`config.mk`:
```
export PLATFORM = sky130hd
export DESIGN_NAME = fgc_counter
export DESIGN_NICKNAME = d
export VERILOG_FILES = /design/src/inc/fgc_pkg.sv /design/src/rtl/fgc_counter.sv
export SDC_FILE = /design/constraint.sdc
export NUM_CORES = 1
export LEC_CHECK = 0
export BUFFER_PORTS_ARGS = -buffer_cell sky130_fd_sc_hd__buf_2
export CAP_MARGIN = 10
export CORE_MARGIN = 5
export CORE_UTILIZATION = 64
export DETAILED_ROUTE_END_ITERATION = 7
export GPL_TIMING_DRIVEN = 0
export PLACE_DENSITY = 0.84
export SYNTH_ARGS = -nofsm -noshare
export SYNTH_HDL_FRONTEND = slang
export SYNTH_SLANG_ARGS = --single-unit
```
`constraint.sdc`:
```
create_clock -name clk_i -period 6.6 [get_ports clk_i]
set_clock_uncertainty 0.1 [all_clocks]
set_input_delay 0.99 -clock clk_i [delete_from_list [all_inputs] [get_ports clk_i]]
set_output_delay 0.99 -clock clk_i [all_outputs]
set_load 0.05 [all_outputs]
```
`src/inc/fgc_pkg.sv`:
```
// package for the gate-controlled frequency counter: register map, fields, timing
// assumes a single 50 MHz clock domain
package fgc_pkg;
  // ==========================================================
  // register map (peripheral addresses)
  localparam logic [7:0] ADDR_GATE_PIN_SEL  = 8'h20;
  localparam logic [7:0] ADDR_MODE_SEL      = 8'h22;
  localparam logic [7:0] ADDR_COUNTER_CTRL  = 8'h23;
  localparam logic [7:0] ADDR_GATE_STATUS   = 8'h24;
  localparam logic [7:0] ADDR_COUNT_VALUE   = 8'h43;

  // ==========================================================
  // fields
  localparam int BIT_CLEAR    = 0;
  localparam int BIT_START    = 1;
  localparam int BIT_SEL_LO   = 0;
  localparam int BIT_SEL_HI   = 1;
  localparam logic [3:0] RST_NIBBLE = 4'h0;
  localparam logic [15:0] CNT_MAX   = 16'hffff;
  localparam logic [15:0] CNT_ZERO  = 16'h0000;

  // gate pin selection codes
  localparam logic [1:0] PIN_NONE = 2'h0;
  localparam logic [1:0] PIN_ZERO = 2'h1;
  localparam logic [1:0] PIN_ONE  = 2'h2;

  // function select (mode bits 3:2)
  localparam logic [1:0] FN_EXT_GATE   = 2'h0;
  localparam logic [1:0] FN_DIRECT     = 2'h1;
  localparam logic [1:0] FN_HALVED     = 2'h2;
  localparam logic [1:0] FN_DIRECT_ALT = 2'h3;

  // gate time / reference select (mode bits 1:0)
  localparam logic [1:0] CK_1MS  = 2'h0;
  localparam logic [1:0] CK_4MS  = 2'h1;
  localparam logic [1:0] CK_8MS  = 2'h2;
  localparam logic [1:0] CK_OPEN = 2'h3;

  // ==========================================================
  // timing
  localparam int CLK_HZ       = 50_000_000;
  localparam int TICK_HZ      = 1_000;
  localparam int TICK_CYCLES  = CLK_HZ / TICK_HZ;
  localparam int GATE_1_MS    = 1;
  localparam int GATE_4_MS    = 4;
  localparam int GATE_8_MS    = 8;
  localparam int REF_1_KHZ    = 1_000;
  localparam int REF_100_KHZ  = 100_000;
  localparam int REF_900_KHZ  = 900_000;
  localparam int REF1_CYCLES   = CLK_HZ / REF_1_KHZ;
  localparam int REF100_CYCLES = CLK_HZ / REF_100_KHZ;
  localparam int REF900_CYCLES = CLK_HZ / REF_900_KHZ;

  typedef enum logic [1:0] {
    FGC_IDLE,
    FGC_ARMED,
    FGC_OPEN
  } fgc_state_t;
endpackage

```
`src/rtl/fgc_counter.sv`:
```
// gate-controlled frequency counter: IF counting and external-gate counting
// assumes pins already synchronous to clk_i; peripheral write/read strobes one cycle
//
// Function
// - pin select bits 1:0, 11 prohibited
// - counting starts only on start command; open gate time in IF mode counts without one
// - IF mode: status flag reports end
// - external-gate mode: status not completion indicator; here the flag falls at the closing gate edge as in IF mode
// - sixteen-bit binary up-counter, both functions
// - IF mode counts pin only gate open
// - direct mode counts pin undivided
// - halved mode divides pin by two
// - external mode counts reference while gate open
// - counter saturates at all ones
// - count read only via data buffer
// - bit1 one starts active function
// - IF gate opens next tick, 1/4/8 ms
// - start sets flag at once; gate close clears
// - external gate rising edge to next rising
`timescale 1ns/1ps
module fgc_counter
  import fgc_pkg::*;
#(
  parameter int TICK_CYC  = TICK_CYCLES,
  parameter int REF1_CYC  = REF1_CYCLES,
  parameter int REF100_CYC = REF100_CYCLES,
  parameter int REF900_CYC = REF900_CYCLES
) (
  input  wire logic       clk_i,
  input  wire logic       resetn_i,
  input  wire logic       periph_wr_i,
  input  wire logic [7:0] periph_addr_i,
  input  wire logic [3:0] periph_wdata_i,
  input  wire logic       periph_rd_i,
  output logic      [3:0] periph_rdata_o,
  output logic     [15:0] data_buffer_o,
  output logic            gate_open_flag_o,
  input  wire logic       direct_pin_i,
  input  wire logic       halved_pin_i,
  input  wire logic       gate_pin_zero_i,
  input  wire logic       gate_pin_one_i
);

  // ==========================================================
  // registers and strobes
  logic [1:0]  gate_pin_sel_ff;
  logic [3:0]  mode_sel_ff;
  logic        wr_ctrl;
  logic        count_start_strobe;
  logic        count_clear_strobe;

  assign wr_ctrl            = periph_wr_i && (periph_addr_i == ADDR_COUNTER_CTRL);
  // no storage behind the control register: pure strobes
  assign count_start_strobe = wr_ctrl && periph_wdata_i[BIT_START];
  assign count_clear_strobe = wr_ctrl && periph_wdata_i[BIT_CLEAR];

  always_ff @(posedge clk_i) begin
    if (!resetn_i) begin
      gate_pin_sel_ff <= PIN_NONE;
    end else if (periph_wr_i && periph_addr_i == ADDR_GATE_PIN_SEL) begin
      // prohibited code is stored as written; it routes no pin
      gate_pin_sel_ff <= periph_wdata_i[BIT_SEL_HI:BIT_SEL_LO];
    end
  end

  always_ff @(posedge clk_i) begin
    if (!resetn_i) begin
      mode_sel_ff <= RST_NIBBLE;
    end else if (periph_wr_i && periph_addr_i == ADDR_MODE_SEL) begin
      mode_sel_ff <= periph_wdata_i;
    end
  end

  logic [1:0] func_sel;
  logic [1:0] ck_sel;
  logic       ext_mode;
  assign func_sel = mode_sel_ff[3:2];
  assign ck_sel   = mode_sel_ff[1:0];
  assign ext_mode = (func_sel == FN_EXT_GATE);

  // ==========================================================
  // 1 kHz tick and reference frequency
  logic [31:0] tick_cnt_ff;
  logic        tick;
  assign tick = (tick_cnt_ff == 32'(TICK_CYC - 1));
  always_ff @(posedge clk_i) begin
    if (!resetn_i || tick) begin
      tick_cnt_ff <= '0;
    end else begin
      tick_cnt_ff <= tick_cnt_ff + 32'h1;
    end
  end

  logic [31:0] ref_cnt_ff;
  logic [31:0] ref_len;
  logic        ref_pulse;
  always_comb begin
    unique case (ck_sel)
      CK_1MS:  ref_len = 32'(REF1_CYC);
      CK_4MS:  ref_len = 32'(REF100_CYC);
      default: ref_len = 32'(REF900_CYC);  // open/prohibited fall back
    endcase
  end
  assign ref_pulse = (ref_cnt_ff >= ref_len - 32'h1);
  always_ff @(posedge clk_i) begin
    if (!resetn_i || ref_pulse) begin
      ref_cnt_ff <= '0;
    end else begin
      ref_cnt_ff <= ref_cnt_ff + 32'h1;
    end
  end

  // ==========================================================
  // input selection and edge detection
  logic gate_pin;
  always_comb begin
    unique case (gate_pin_sel_ff)
      PIN_ZERO: gate_pin = gate_pin_zero_i;
      PIN_ONE:  gate_pin = gate_pin_one_i;
      default:  gate_pin = 1'b0;
    endcase
  end

  logic if_pin;
  assign if_pin = (func_sel == FN_DIRECT) ? direct_pin_i : halved_pin_i;

  logic if_pin_d_ff;
  logic gate_pin_d_ff;
  logic half_ff;
  always_ff @(posedge clk_i) begin
    if (!resetn_i) begin
      if_pin_d_ff   <= 1'b0;
      gate_pin_d_ff <= 1'b0;
    end else begin
      if_pin_d_ff   <= if_pin;
      gate_pin_d_ff <= gate_pin;
    end
  end

  logic if_rise;
  logic gate_rise;
  assign if_rise   = if_pin && !if_pin_d_ff;
  assign gate_rise = gate_pin && !gate_pin_d_ff;

  // divide-by-two of the halved-mode pin
  always_ff @(posedge clk_i) begin
    if (!resetn_i || count_clear_strobe) begin
      half_ff <= 1'b0;
    end else if (if_rise && func_sel == FN_HALVED) begin
      half_ff <= !half_ff;
    end
  end

  logic if_event;
  always_comb begin
    if (func_sel == FN_HALVED) begin
      if_event = if_rise && half_ff;
    end else begin
      if_event = if_rise;
    end
  end

  // ==========================================================
  // gate control
  fgc_state_t state_ff;
  logic [3:0] ms_left_ff;
  logic [3:0] gate_ms;
  logic       gate_open;
  logic       free_open;

  always_comb begin
    unique case (ck_sel)
      CK_1MS:  gate_ms = 4'(GATE_1_MS);
      CK_4MS:  gate_ms = 4'(GATE_4_MS);
      default: gate_ms = 4'(GATE_8_MS);
    endcase
  end

  // "open" gate time needs no start command
  assign free_open = !ext_mode && ck_sel == CK_OPEN;
  assign gate_open = (state_ff == FGC_OPEN) || free_open;

  always_ff @(posedge clk_i) begin
    if (!resetn_i) begin
      state_ff   <= FGC_IDLE;
      ms_left_ff <= 4'h0;
    end else if (count_start_strobe && !free_open) begin
      state_ff <= FGC_ARMED;
    end else begin
      unique case (state_ff)
        FGC_IDLE: begin
          state_ff <= FGC_IDLE;
        end
        FGC_ARMED: begin
          if (ext_mode && gate_rise) begin
            state_ff <= FGC_OPEN;
          end else if (!ext_mode && tick) begin
            state_ff   <= FGC_OPEN;
            ms_left_ff <= gate_ms;
          end
        end
        FGC_OPEN: begin
          if (ext_mode && gate_rise) begin
            state_ff <= FGC_IDLE;
          end else if (!ext_mode && tick) begin
            if (ms_left_ff == 4'h1) begin
              state_ff <= FGC_IDLE;
            end
            ms_left_ff <= ms_left_ff - 4'h1;
          end
        end
      endcase
    end
  end

  // ==========================================================
  // status flag: set at start, cleared by gate close
  // in external mode it also falls only on the closing edge, so
  // software cannot tell armed from open by it
  always_ff @(posedge clk_i) begin
    if (!resetn_i) begin
      gate_open_flag_o <= 1'b0;
    end else if (count_start_strobe && !free_open) begin
      gate_open_flag_o <= 1'b1;
    end else if (state_ff == FGC_IDLE) begin
      gate_open_flag_o <= 1'b0;
    end
  end

  // ==========================================================
  // 16-bit saturating counter
  logic [15:0] count_value_register_ff;
  logic        cnt_event;
  assign cnt_event = gate_open && (ext_mode ? ref_pulse : if_event);

  always_ff @(posedge clk_i) begin
    if (!resetn_i || count_clear_strobe) begin
      count_value_register_ff <= CNT_ZERO;
    end else if (cnt_event && count_value_register_ff != CNT_MAX) begin
      count_value_register_ff <= count_value_register_ff + 16'h1;
    end
  end

  // ==========================================================
  // reads: nibble registers and data-buffer transfer
  always_ff @(posedge clk_i) begin
    if (!resetn_i) begin
      data_buffer_o <= CNT_ZERO;
    end else if (periph_rd_i && periph_addr_i == ADDR_COUNT_VALUE) begin
      data_buffer_o <= count_value_register_ff;
    end
  end

  always_ff @(posedge clk_i) begin
    if (!resetn_i) begin
      periph_rdata_o <= RST_NIBBLE;
    end else if (periph_rd_i) begin
      unique case (periph_addr_i)
        ADDR_GATE_PIN_SEL: periph_rdata_o <= {2'h0, gate_pin_sel_ff};
        ADDR_MODE_SEL:     periph_rdata_o <= mode_sel_ff;
        ADDR_GATE_STATUS:  periph_rdata_o <= {3'h0, gate_open_flag_o};
        default:           periph_rdata_o <= RST_NIBBLE;  // control is write-only
      endcase
    end
  end

endmodule

```
==> results.yml <==
final_layout:
  multi_input_area_sq_mm: 0.00279
  area_delta_synth_final_pct: 17.6
  fillers: 517
  drive_gt1_frac: 0.118
  nets: 687
  fin_util: 0.784
  layoutNonFillerInstCount: 762
  diodes: 0
  ff_latch_area_sq_mm: 0.00232
run_status:
  outcome: "completed"
die:
  rows: 32
  ioPinCount: 41
  fp.coreArea_sq_mm: 0.00781
  die_y_um: 100
  die_area_sq_mm: 0.0100
  initial_core_util: 0.667
  die_w_um: 100
clock_tree:
  cts-root-buf: "clkbuf_8"
  htree_levels: 4
  post_cts_resized: 0
  cts_made_buffers: 17
  clock-sinks: 116
  cts_hold_buf: 0
  clock_path_buffers: 2
  clock_latency_ns: 0.52
  postCtsSetupBuffers: 0
  cts_tree: "built"
  clk_pin_slew_worst_paths_ns: 0.06
route:
  wl_met2_um: 5850
  avgRoutedWirePerCell_um: 15.5
  vias: 4478
  finalWirelength_um: 11800
  wl_met1_um: 5030
  drt_iter0_drc: 178
  met3_length_um: 776
  firstDrtPassIters: 5
  viasPerCell: 5.88
  routed.top_layer: "met4"
  drc_errors: 0
  postRouteAntennaNets: 0
logic_synthesis:
  synth.top_cell.area_share: 0.446
  netlist_area_sq_mm: 0.00520
  yosysSeqAreaShare: 0.446
  synth_flop_cell: "dfxtp_1"
  synthTopCellsByCount: "116 x dfxtp_1, 62 x nor2_1, 46 x nand3_1"
  synth_edf_count: 0
  synth_seq_cells: 116
  postSynthCellCount: 577
  synth_cell_types: 47
  yosysWarningCount: 0
  synth.avg_cell_area_sq_um: 9.02
  synth_area_leader_cell: "dfxtp_1"
  synth.area.top_cells: "dfxtp_1 45%, xor2_1 4.5%, nor2_1 4.5%"
  async_flop_share: 0
  yosysMostFrequentCell: "dfxtp_1"
sta:
  fin_crit_sh: 0.501
  tightest_slew_ns: 0.796
  min_period_ns: 3.31
  max-slew-margin-rel: 0.464
  setup_tns_ns: 0
  fmax_ghz: 0.302
  timing.final.max_slew_violations: 0
  timing.final.hold_violations: 0
  setup_viol: 0
  rsz0062_at_grt: "false"
flow_run:
  cap_viol_max_count: 0
critical_path:
  end_kind: "flop"
  crit_path_top_delay_cell: "clkbuf_1"
  path_buf_inv: 4
  critPathKind: "flop to flop"
  critPathLaunchType: "flop"
  cpLargestDelayFamily: "buffers and inverters"
  cp_max_fo: 10
  crit_arrival_ns: 3.65
  worstPathCellList: "clkbuf_1, nor2_1, inv_1, ha_1, a211oi_1, nand4_1, a211oi_1, and4_4, buf_2, buf_2, o21ai_0, a21oi_1"
  max_stage_delay_ns: 0.34
  crit_required_ns: 6.94
grt:
  antenna_found_initial: 0
  grt_pass1_vias: 4376
  grt.total_usage: 0.247
  grt.overflow.total: 0
  grt_max_degree: 17
  grt_pass1_wl_um: 20000
placed_design:
  dpl.hpwl_um: 8130
  dp_cells: 732
  port_buffers: 39
  gp_congestion: 0.840
pwr:
  p_leak_nw: 2.33
  p_total_mw: 1.57
  power.density_mw_per_mm2: 256
  irDropWorstVdd_mv: 0.216
min_path:
  hp-class: "flop to flop"
worst reg2reg max path, cell delays in order, from the launching register on:
cell	delay, ns
dfxtp_1	0.30
clkbuf_1	0.34
nor2_1	0.14
inv_1	0.19
ha_1	0.30
a211oi_1	0.27
nand4_1	0.19
a211oi_1	0.32
and4_4	0.33
buf_2	0.22
buf_2	0.26
o21ai_0	0.12
a21oi_1	0.15
placed cells by master (no fill, tap or decap), types with 20 or more instances in the layout:
master and instances:
a21oi_1 27, buf_2 43, and3_1 20, mux2i_1 20, xor2_1 27, nor2b_1 27, nand2_1 29, nor2_1 62
nand3_1 46, dfxtp_1 116
kinds of logic after synthesis:
| family | Yosys count | share of synthesized area |
|---|---|---|
| flip-flops | 116 | 0.446 |
| AO/OA/AOI/OAI | 80 | 0.0993 |
| other | 1 | 0.000721 |
| buffers and inverters | 36 | 0.0284 |
| AND/OR/NAND/NOR | 265 | 0.275 |
| XOR/XNOR | 41 | 0.0690 |
| adder cells (fa/ha/maj) | 18 | 0.0433 |
| multiplexers | 20 | 0.0385 |
registers in the layout, summed over array words and instances (netlist names), 2 cells and up:
signal                   flops
ms_left_ff                   4
mode_sel_ff                  4
count_value_register_ff     16
tick_cnt_ff                 32
data_buffer_o               16
periph_rdata_o               4
state_ff                     2
gate_pin_sel_ff              2
ref_cnt_ff                  32
final timing paths:
path,cells after the start,end,startpoint,slack [ns]
worst min-delay path,1,tick_cnt_ff[0],tick_cnt_ff[0],0.36
worst min register to register,1,tick_cnt_ff[0],tick_cnt_ff[0],0.36
worst max-delay path,12,count_value_register_ff[0],mode_sel_ff[1],3.29
worst max register to register,12,count_value_register_ff[0],mode_sel_ff[1],3.29
layout make-up:
type | instances | share of cell area
tap | 102 | 0.0209
clock buffer | 21 | 0.0750
buffer | 23 | 0.0162
inverter | 13 | 0.00797
clock inverter | 9 | 0.0133
timing repair buffer | 39 | 0.0319
sequential | 116 | 0.379
multi-input combinational | 439 | 0.455
power breakdown:
part           internal [mW]  leakage [nW]  total (mW)  switching, mW
Combinational         0.0120          1.13      0.0310         0.0190
Clock                  0.521         0.261       0.826          0.305
Sequential             0.708         0.941       0.711        0.00293
Total                   1.24          2.33        1.57          0.327
layer usage:
layer | global-route usage | vias up
met5 | 0 | -
li1 | - | 2195
met2 | 0.414 | 154
met4 | 0.0943 | 0
met3 | 0.0744 | 20
met1 | 0.299 | 2109
per-stage QoR:
stage	worst slack, ns	area, sq um	hold slack (ns)
finish	3.29	6120	0.358
global route	3.00	6120	0.386
CTS	3.31	6120	0.358
detailed placement	3.41	5580	0.350
global placement	3.47	5580	0.328
floorplan	3.92	5260	0.318
Power figures use the tool's default switching activity.
